`config.mk`:
```
export PLATFORM = sky130hd
export DESIGN_NAME = dual_issue_pairing_control
export DESIGN_NICKNAME = d
export VERILOG_FILES = /design/src/pairing_pkg.sv /design/src/dual_issue_pairing_control.sv
export SDC_FILE = /design/constraint.sdc
export NUM_CORES = 1
export LEC_CHECK = 0
export BUFFER_PORTS_ARGS = -buffer_cell sky130_fd_sc_hd__buf_2
export CAP_MARGIN = 20
export CORE_MARGIN = 2
export CORE_UTILIZATION = 47
export DETAILED_ROUTE_END_ITERATION = 8
export GPL_TIMING_DRIVEN = 0
export MAX_ROUTING_LAYER = met4
export PLACE_DENSITY = 0.85
export RECOVER_POWER = 50
export SLEW_MARGIN = 20
export SYNTH_ARGS = -nofsm -noshare
export SYNTH_HDL_FRONTEND = slang
export SYNTH_SLANG_ARGS = --single-unit
```
`constraint.sdc`:
```
create_clock -name mclk_i -period 2.2 [get_ports mclk_i]
set_clock_uncertainty 0.15 [all_clocks]
set_input_delay 0.11 -clock mclk_i [delete_from_list [all_inputs] [get_ports mclk_i]]
set_output_delay 0.11 -clock mclk_i [all_outputs]
set_load 0.1 [all_outputs]
```
`src/pairing_pkg.sv`:
```
package pairing_pkg;

	////////////////////////////////////////////////////////////////////////////////
	// Instruction classes as seen by the issue-pairing logic.
	typedef enum logic [3:0]
	{
		OP_NOP    = 4'h0,
		OP_MOV    = 4'h1,
		OP_NOT    = 4'h2,
		OP_SAT    = 4'h3,
		OP_LOGIC  = 4'h4,
		OP_TST    = 4'h5,
		OP_ADDSUB = 4'h6,
		OP_CMP    = 4'h7,
		OP_SHIFT  = 4'h8,
		OP_MULH   = 4'h9,
		OP_EXT    = 4'ha,
		OP_SLD    = 4'hb,
		OP_SST    = 4'hc,
		OP_UNCOND = 4'hd,
		OP_BCC    = 4'he,
		OP_OTHER  = 4'hf
	} op_class_t;

	// One decoded candidate instruction.
	typedef struct packed
	{
		logic      valid;
		op_class_t cls;
		logic      reg_form;
		logic [4:0] dst;
		logic      writes_elem_ptr;
		logic      reads_flags;
		logic      unaligned_entry;
	} instr_t;

	// Two consecutive instructions in program order.
	typedef struct packed
	{
		instr_t first;
		instr_t second;
	} pair_t;

	typedef enum logic [1:0]
	{
		ISSUE_NONE   = 2'h0,
		ISSUE_SINGLE = 2'h1,
		ISSUE_DUAL   = 2'h2,
		ISSUE_FUSED  = 2'h3
	} issue_kind_t;

	typedef struct packed
	{
		issue_kind_t kind;
		instr_t      slot0;
		instr_t      slot1;
	} issue_t;

	typedef enum logic [1:0]
	{
		ST_DECIDE = 2'b00,
		ST_SHIFT  = 2'b01
	} ctl_state_t;

	////////////////////////////////////////////////////////////////////////////////
	// Constants.
	localparam logic [4:0]  ZERO_REGISTER      = 5'h00;
	localparam logic [1:0]  FLAG_HAZARD_CYCLES = 2'h2;
	localparam logic [1:0]  LDBUF_ALL_WAIT     = 2'h3;
	localparam logic [1:0]  TAKE_NONE          = 2'h0;
	localparam logic [1:0]  TAKE_ONE           = 2'h1;
	localparam logic [1:0]  TAKE_TWO           = 2'h2;
	localparam logic [15:0] TOTAL_RESET        = 16'h0000;
	localparam instr_t      INSTR_NONE         = '0;
	localparam issue_t      ISSUE_RESET        = '0;

endpackage : pairing_pkg
```
`src/dual_issue_pairing_control.sv`:
```
`timescale 1ns/100ps
// Contract
// - Move then same-destination ALU op fuses into one operation, never for zero register.
// - Fusion happens only when the move is the earlier instruction.
// - Unconditional short branch dual-issues after listed ALU, move, nop or short memory ops.
// - Conditional branch dual-issues only after non-flag-updating listed instructions.
// - Short load dual-issues after nop, move, not, or listed ALU instructions.
// - Dual issue only when the later instruction is a branch or short load.
// - No pairing when the earlier instruction follows a branch to unaligned address.
// - No short load pairing while an element pointer write awaits writeback.
// - No conditional branch pairing when either of two prior instructions updates flags.
// - Conditional branch reading flags stalls until the compare executes, then issues singly.
// - No short load pairing while both load buffers await writeback.
module dual_issue_pairing_control
(
	input  wire logic              mclk_i,
	input  wire logic              rst_b_i,
	input  wire pairing_pkg::pair_t pair_i,
	input  wire logic              exec_stall_i,
	input  wire logic              elem_ptr_pending_i,
	input  wire logic [1:0]        ldbuf_wait_i,
	output pairing_pkg::issue_t    issue_o,
	output logic [1:0]             take_o,
	output logic                   stall_o,
	output logic [15:0]            fused_total_o,
	output logic [15:0]            dual_total_o
);
	import pairing_pkg::*;

	////////////////////////////////////////////////////////////////////////////////
	// Class helpers.

	// Second operations that may merge with a preceding register move.
	function automatic logic fuse_op(input op_class_t c);
		fuse_op = (c == OP_SAT) || (c == OP_LOGIC) || (c == OP_ADDSUB) ||
		          (c == OP_SHIFT) || (c == OP_MULH);
	endfunction : fuse_op

	// Leaders allowed in front of an unconditional short branch.
	function automatic logic uncond_lead(input op_class_t c);
		uncond_lead = (c == OP_NOP) || (c == OP_MOV) || (c == OP_NOT) || (c == OP_SLD) ||
		              (c == OP_SST) || (c == OP_SAT) || (c == OP_LOGIC) || (c == OP_TST) ||
		              (c == OP_ADDSUB) || (c == OP_CMP) || (c == OP_SHIFT) || (c == OP_MULH);
	endfunction : uncond_lead

	// Leaders in front of a conditional branch: none of them updates flags.
	function automatic logic bcc_lead(input op_class_t c);
		bcc_lead = (c == OP_NOP) || (c == OP_MOV) || (c == OP_MULH) || (c == OP_EXT) ||
		           (c == OP_SLD) || (c == OP_SST);
	endfunction : bcc_lead

	// Leaders in front of a short-displacement load.
	function automatic logic sld_lead(input op_class_t c);
		sld_lead = (c == OP_NOP) || (c == OP_MOV) || (c == OP_NOT) || (c == OP_SAT) ||
		           (c == OP_LOGIC) || (c == OP_TST) || (c == OP_ADDSUB) || (c == OP_CMP) ||
		           (c == OP_SHIFT) || (c == OP_MULH);
	endfunction : sld_lead

	// Classes that may change the flags; unknown classes count as writers.
	function automatic logic updates_flags(input instr_t i);
		updates_flags = i.valid &&
		                ((i.cls == OP_NOT) || (i.cls == OP_SAT) || (i.cls == OP_LOGIC) ||
		                 (i.cls == OP_TST) || (i.cls == OP_ADDSUB) || (i.cls == OP_CMP) ||
		                 (i.cls == OP_SHIFT) || (i.cls == OP_OTHER));
	endfunction : updates_flags

	////////////////////////////////////////////////////////////////////////////////
	// State.
	ctl_state_t    state_ff;
	ctl_state_t    nxt_state;
	issue_t        issue_ff;
	issue_t        nxt_issue;
	logic [1:0]    take_ff;
	logic [1:0]    nxt_take;
	logic          stall_ff;
	logic          nxt_stall;
	logic [1:0]    flag_busy_ff;
	logic [1:0]    nxt_flag_busy;
	logic          prev_flag_ff;
	logic          nxt_prev_flag;
	logic [15:0]   fused_total_ff;
	logic [15:0]   nxt_fused_total;
	logic [15:0]   dual_total_ff;
	logic [15:0]   nxt_dual_total;

	////////////////////////////////////////////////////////////////////////////////
	// Pairing qualification.
	instr_t        first;
	instr_t        second;
	logic          both_valid;
	logic          align_ok;
	logic          can_fuse;
	logic          uncond_ok;
	logic          bcc_ok;
	logic          sld_ok;
	logic          can_dual;
	logic          flag_stall;
	logic          issued_flags;

	always_comb
	begin
		first      = pair_i.first;
		second     = pair_i.second;
		both_valid = first.valid && second.valid;
		align_ok   = !first.unaligned_entry;

		can_fuse = both_valid && align_ok &&
		           (first.cls == OP_MOV) && first.reg_form &&
		           second.reg_form && fuse_op(second.cls) &&
		           (second.dst == first.dst) &&
		           (first.dst != ZERO_REGISTER);

		uncond_ok = (second.cls == OP_UNCOND) && uncond_lead(first.cls);

		bcc_ok = (second.cls == OP_BCC) && bcc_lead(first.cls) &&
		         !prev_flag_ff && (flag_busy_ff == 2'h0);

		sld_ok = (second.cls == OP_SLD) && sld_lead(first.cls) &&
		         !elem_ptr_pending_i && !first.writes_elem_ptr &&
		         (ldbuf_wait_i != LDBUF_ALL_WAIT);

		can_dual = both_valid && align_ok && (uncond_ok || bcc_ok || sld_ok);

		flag_stall = first.valid && (first.cls == OP_BCC) && first.reads_flags &&
		             ((flag_busy_ff != 2'h0) || prev_flag_ff);
	end

	////////////////////////////////////////////////////////////////////////////////
	// Issue decision and sequencing.
	always_comb
	begin
		nxt_state       = state_ff;
		nxt_issue       = issue_ff;
		nxt_issue.kind  = ISSUE_NONE;
		nxt_take        = TAKE_NONE;
		nxt_stall       = 1'b0;
		nxt_fused_total = fused_total_ff;
		nxt_dual_total  = dual_total_ff;
		issued_flags    = 1'b0;
		unique case (state_ff)
			ST_DECIDE:
			begin
				if (first.valid && exec_stall_i)
				begin
					nxt_stall = 1'b1;
				end
				else if (flag_stall)
				begin
					nxt_stall = 1'b1;
				end
				else if (first.valid)
				begin
					nxt_state   = ST_SHIFT;
					nxt_issue.slot0 = first;
					if (can_fuse)
					begin
						nxt_issue.kind  = ISSUE_FUSED;
						nxt_issue.slot1 = second;
						nxt_take        = TAKE_TWO;
						nxt_fused_total = fused_total_ff + 16'h0001;
						issued_flags    = updates_flags(first) || updates_flags(second);
					end
					else if (can_dual)
					begin
						nxt_issue.kind  = ISSUE_DUAL;
						nxt_issue.slot1 = second;
						nxt_take        = TAKE_TWO;
						nxt_dual_total  = dual_total_ff + 16'h0001;
						issued_flags    = updates_flags(first) || updates_flags(second);
					end
					else
					begin
						nxt_issue.kind  = ISSUE_SINGLE;
						nxt_issue.slot1 = INSTR_NONE;
						nxt_take        = TAKE_ONE;
						issued_flags    = updates_flags(first);
					end
				end
			end
			ST_SHIFT:
			begin
				// The front end advances its pair during this cycle.
				nxt_state = ST_DECIDE;
			end
		endcase
	end

	////////////////////////////////////////////////////////////////////////////////
	// Flag hazard tracking.
	always_comb
	begin
		nxt_flag_busy = flag_busy_ff;
		nxt_prev_flag = prev_flag_ff;
		if (issued_flags)
		begin
			nxt_flag_busy = FLAG_HAZARD_CYCLES;
		end
		else if (flag_busy_ff != 2'h0)
		begin
			nxt_flag_busy = flag_busy_ff - 2'h1;
		end
		if (nxt_issue.kind != ISSUE_NONE)
		begin
			nxt_prev_flag = issued_flags;
		end
		else if (flag_busy_ff == 2'h0)
		begin
			nxt_prev_flag = 1'b0;
		end
	end

	////////////////////////////////////////////////////////////////////////////////
	// Registers.
	always_ff @(posedge mclk_i or negedge rst_b_i)
	begin
		if (!rst_b_i)
		begin
			state_ff       <= ST_DECIDE;
			issue_ff       <= ISSUE_RESET;
			take_ff        <= TAKE_NONE;
			stall_ff       <= 1'b0;
			flag_busy_ff   <= 2'h0;
			prev_flag_ff   <= 1'b0;
			fused_total_ff <= TOTAL_RESET;
			dual_total_ff  <= TOTAL_RESET;
		end
		else
		begin
			state_ff       <= nxt_state;
			issue_ff       <= nxt_issue;
			take_ff        <= nxt_take;
			stall_ff       <= nxt_stall;
			flag_busy_ff   <= nxt_flag_busy;
			prev_flag_ff   <= nxt_prev_flag;
			fused_total_ff <= nxt_fused_total;
			dual_total_ff  <= nxt_dual_total;
		end
	end

	assign issue_o       = issue_ff;
	assign take_o        = take_ff;
	assign stall_o       = stall_ff;
	assign fused_total_o = fused_total_ff;
	assign dual_total_o  = dual_total_ff;

endmodule : dual_issue_pairing_control

```
# After elaboration in Yosys (flattened, before gate mapping)
# Index checks and enable logic that the tools add are counted.
totals:
  reg_bits: 70
  inputBits: 34
  out_inout_bits: 65
  elab_cells: 173
classes:
  n_addsub: 3
  eq_ne: 32
  mux: 30
  bitwise_logic: 3
  reduce_logical: 83
ops:
  columns: ["cell", "n"]
  rows:
  - ["$mux 30", 4]
  - ["$eq 4x4->1 const B", 13]
  - ["$logic_or 1x1->1", 44]
  - ["$add 16x1->16 const B", 2]
  - ["$eq 4x3->1 const B", 8]
  - ["$mux 14", 2]
  - ["$mux 2", 12]
  - ["$logic_and 1x1->1", 23]
  - ["$eq 4x2->1 const B", 4]
  - ["$mux 1", 11]
  - ["$ne 2x2->1 const B", 4]
  - ["$reduce_bool 2->1", 4]
  - ["$reduce_and 6->1", 1]
  - ["$eq 5x5->1", 1]
  - ["$reduce_and 5->1", 1]
  - ["$reduce_bool 5->1", 1]
  - ["$eq 4x1->1 const B", 1]
  - ["$logic_not 1->1", 4]
  - ["$logic_not 2->1", 2]
  - ["$logic_not 4->1", 1]
  - ["$pmux 2 s2", 1]
  - ["$reduce_and 4->1", 1]
  - ["$not 1->1", 3]
  - ["$reduce_and 3->1", 1]
  - ["other kinds (2)", 2]

# Logic depth before layout (Yosys ltp)
logic_depth:
  word_depth: 24
  ltp_mapped: 10
  depth_no_buf: 8

# Worst setup path after synthesis
# OpenSTA, ideal clock, no wires.
synth_path:
  kind: "reg2reg"
  start: "register fused_total_ff[7] (netlist: fused_total_o[7])"
  end: "register fused_total_ff[15] (netlist: fused_total_o[15])"
  t_arrival_ns: 2.236
  required_time_ns: 1.895
  slack_ns: -0.341
  path_stages_with_launch: 6
  n_path_buf: 0
  cell_sequence: "dfrtp_1 and4_1 and4_1 nand3_1 or4_4 xnor2_2"
synth_between:
  elab_chain_len: 1
synth_rtl:
  columns: ["item", "line", "source"]
  rows:
  - ["start, declared", "dual_issue_pairing_control.sv:81", "logic [15:0] fused_total_ff;"]
  - ["start signal, assigned", "dual_issue_pairing_control.sv:235", "fused_total_ff <= nxt_fused_total;"]
  - ["$add 16x1->16", "dual_issue_pairing_control.sv:160", "nxt_fused_total = fused_total_ff + 16'h0001;"]
# Every way passes these cells.
# A chain may end at the register's enable or synchronous reset.

# Worst setup path after layout
layout_path:
  start: "register flag_busy_ff[1]"
  end: "register dual_total_ff[1] (netlist: dual_total_o[1])"
layout_between:
  elab_chain_len: 6
  word_cells_on_any_way: 10
  classes_between: "bitwise: 1; reduce/logical: 9"
layout_rtl:
  columns: ["item", "line", "source"]
  rows:
  - ["start, declared", "dual_issue_pairing_control.sv:77", "logic [1:0] flag_busy_ff;"]
  - ["start signal, assigned", "dual_issue_pairing_control.sv:233", "flag_busy_ff <= nxt_flag_busy;"]
  - ["$logic_not 2->1", "dual_issue_pairing_control.sv:116", "!prev_flag_ff && (flag_busy_ff == 2'h0);"]
  - ["$logic_and 1x1->1", "dual_issue_pairing_control.sv:116", null]
  - ["$logic_or 1x1->1 (2 in a row)", "dual_issue_pairing_control.sv:122", "can_dual = both_valid && align_ok && (uncond_ok || bcc_ok || sld_ok);"]
  - ["$logic_and 1x1->1", "dual_issue_pairing_control.sv:122", null]
  - ["$reduce_and 6->1 (no line) (*)", null, null]
  - ["end signal, assigned", "dual_issue_pairing_control.sv:236", "dual_total_ff <= nxt_dual_total;"]
  - ["end, declared", "dual_issue_pairing_control.sv:83", "logic [15:0] dual_total_ff;"]
# Every way passes the cells marked *; elsewhere a longest branch is shown, timed or not.

==> run summary <==
Core Footprint -> 0.00687 mm2
routed len/inst -> 16.4 um
Detail Placement HPWL -> 6.09 mm
Hold Path Stages -> 3
Sink Count -> 68
CP top delay family -> simple AND/OR/NAND/NOR gates
I/O pins -> 99
RSZ-0062 raised after global routing -> yes
crit-path cells -> inv_1 -> ha_4 -> nor2b_4 -> o31ai_4 -> nor2_1 -> nand2_1 -> mux2_2
worst setup path startpoint -> flag_busy_ff[1]$_DFFE_PN0P_
setup slack, reg-to-reg -> 0.04 ns
die area -> 0.00785 mm2
async set-reset flop share out of synthesis -> 100%
vias in the first global route -> 3080
crit path to -> dual_total_o[1]$_DFFE_PN0P_
worst-margin pin slew -> 1.29 ns
Synth-to-Final Area Change -> 39.3%
worst stage delay on the critical path -> 0.42 ns
CP Launch Type -> flip-flop
synth top area cells -> dfrtp_1 (51%), xor2_1 (6.0%), nand2_1 (5.4%), mux2i_1 (3.9%), nand4_1 (3.5%)
Synth top area share -> 50.6%
CP bufs+invs -> 1
# setup viols final -> 0
Antenna diodes -> 0
clk_lat worst skew -> 0.36 ns
DRC violations left -> 0
Worst Setup End Kind -> flip-flop
# port buffers -> 97
Tcrit/Tclk final -> 98.3%
root buf cell -> clkbuf_8
row cnt -> 30
Yosys reg bits -> 68
drt pass-1 iters -> 5
Post-Syn Area -> 0.00336 mm2
reg2reg path depth -> 7
Post-synth top flop -> dfrtp_1
critical path type -> flip-flop to flip-flop
WL final -> 9.38 mm
Worst-path clk slew -> 0.08 ns
Pwr Density -> 838 mW/mm2
Slew Limit Headroom -> 13.8%
number of synthesized flops with an enable pin -> 0
1st-iter DRT viols -> 197
initial antenna violation count -> 0
Hold Vio Cnt, Final -> 0
Max H-tree Level -> 3
Worst Path Max Fanout -> 7
R2R Path End -> dual_total_o[1]$_DFFE_PN0P_
Mean Syn Cell Area -> 10.2 um2
Global Route Usage Sum -> 25.5%
wire length of the first global-routing pass -> 14.8 mm
Yosys Warn Count -> 0
max-capacitance violation count -> 0
DR vias -> 3150
filler cell count -> 537
Post-Route Setup TNS -> 0 ns
Overflow after GRT -> 0
Final min period -> 2.16 ns
dpl cells -> 522
Max Buffers Root-to-Sink -> 2
Initial Util -> 48.9%
Slew Limit Fails -> 0
Area after DPL -> 0.00403 mm2
commonest non-fill, non-tap cell in the layout -> buf_2
GP Congestion -> 0.856
fmax -> 0.462 GHz
Post-Syn Nets -> 365
CP Depth -> 7
Num CTS Buffers -> 9
layout cells sized above 1 -> 31.2%
register area share after synthesis -> 50.6%
largest net degree at the start of global routing -> 48
Hold Crit Class -> primary input to flip-flop
Crit path required time -> 2.29 ns
worst path arrival time -> 2.26 ns
Layout Cells excl Fill -> 573
Vias/cell -> 5.50
Crit Reg-Reg Startpoint -> flag_busy_ff[1]$_DFFE_PN0P_
Die Y -> 88.6 um
Leak -> 2.36 nW
Nets -> 509
Max VDD drop -> 0.679 mV
Distinct cells, synth -> 56
Post-Synthesis Cells -> 328
status -> finished, final reports clean
Yosys top cell by area -> dfrtp_1
CTS tree -> done
post-route ant nets -> 0
CP max stage cell -> o31ai_4
Die W -> 88.6 um
fin area -> 0.00468 mm2
most frequent cells in the layout -> buf_2 (75), dfrtp_1 (51), nand2_1 (48)
==> worst register-to-register path, stage by stage, from the launching register on <==
cell     delay, ns
dfrtp_1       0.36
inv_1         0.07
ha_4          0.17
nor2b_4       0.14
o31ai_4       0.42
nor2_1        0.21
nand2_1       0.19
mux2_2        0.35
==> registers in the layout, summed over array words and instances (netlist names) <==
signal	count
dual_total_o	16
prev_flag_ff	1
take_o	1
stall_o	1
state_ff	1
fused_total_o	16
flag_busy_ff	2
issue_o	30
==> Yosys cell counts, types with 3 or more instances <==
master    instances
dfrtp_1          68
nand2_1          48
xor2_1           23
nand4_1          19
a21oi_1          16
nor3_1           16
mux2i_1          13
xnor2_1          11
and3_1            9
buf_2             9
nand3_1           8
nor4_1            8
o21ai_0           6
inv_1             5
nor2_1            5
and2_1            4
nand2b_1          4
clkbuf_1          3
ha_1              3
mux2_2            3
==> power by group <==
| part | total [mW] | switching [mW] | internal, mW | leakage, nW |
|---|---|---|---|---|
| registers | 1.43 | 0.0709 | 1.36 | 0.874 |
| logic | 1.19 | 0.896 | 0.297 | 1.36 |
| clock network | 1.31 | 0.493 | 0.814 | 0.127 |
==> layer usage <==
layer	routed length [um]	global-route usage, %
met5	0	-
met4	283	12.1
met3	538	5.60
met2	4740	40.4
met1	3820	31.2
==> logic make-up (layout without fill, tap and decap cells) <==
| logic type | count (synthesis) | in the layout | share of synthesized area [%] |
|---|---|---|---|
| fa+ha+maj | 3 | 3 | 1.12 |
| buf+inv | 25 | 174 | 3.83 |
| simple gates | 140 | 140 | 22.3 |
| flops | 68 | 68 | 50.6 |
| mux | 16 | 16 | 4.88 |
| xor+xnor | 35 | 35 | 9.34 |
| compound gates | 41 | 41 | 7.89 |
==> through the flow <==
| step | power, mW | hold WS, ns | util [%] | setup slack [ns] |
|---|---|---|---|---|
| finish | 3.93 | 0.0553 | 68.2 | 0.0367 |
| floorplan | 2.26 | -0.336 | - | -0.105 |
| global route | 4.06 | 0.0578 | 68.2 | -0.0347 |
| CTS | 3.85 | 0.0367 | 67.2 | 0.00192 |
| detailed placement | 2.50 | -0.121 | 58.6 | -0.452 |
| global placement | 2.47 | 0.167 | 58.2 | -0.359 |
==> worst min-delay path by stage <==
stage | start | to | slack, ns
2_1_floorplan | rst_b_i | dual_total_o[0]$_DFFE_PN0P_ | -0.34
3_3_place_gp | pair_i[16] | issue_o[16]$_DFFE_PN0P_ | 0.17
3_5_place_dp | rst_b_i | issue_o[15]$_DFFE_PN0P_ | -0.12
4_1_cts | pair_i[23] | prev_flag_ff$_DFFE_PN0P_ | 0.04
5_1_grt | pair_i[23] | prev_flag_ff$_DFFE_PN0P_ | 0.06
6_report | pair_i[23] | prev_flag_ff$_DFFE_PN0P_ | 0.06
==> repair_timing <==
| action | CTS | global route |
|---|---|---|
| endpoints found under the hold margin | 94 | 0 |
| gates resized for setup | 8 | 20 |
| gates cloned | 0 | 0 |
| setup endpoints to repair | 61 | 37 |
| buffers inserted | 3 | 4 |
| pin swaps | 1 | 5 |
| hold buffers | 29 | 0 |
==> cell type report <==
| cell class | count | area [um2] | area share (%) |
|---|---|---|---|
| clock inverters | 4 | 95.1 | 2.03 |
| multi-input cells | 235 | 1620 | 34.5 |
| flip-flops and latches | 68 | 1720 | 36.8 |
| inverters | 6 | 22.5 | 0.481 |
| plain buffers | 19 | 138 | 2.94 |
| clock buffers | 12 | 155 | 3.31 |
| well taps | 96 | 120 | 2.56 |
| repair buffers | 133 | 816 | 17.4 |
Power figures use the tool's default switching activity.
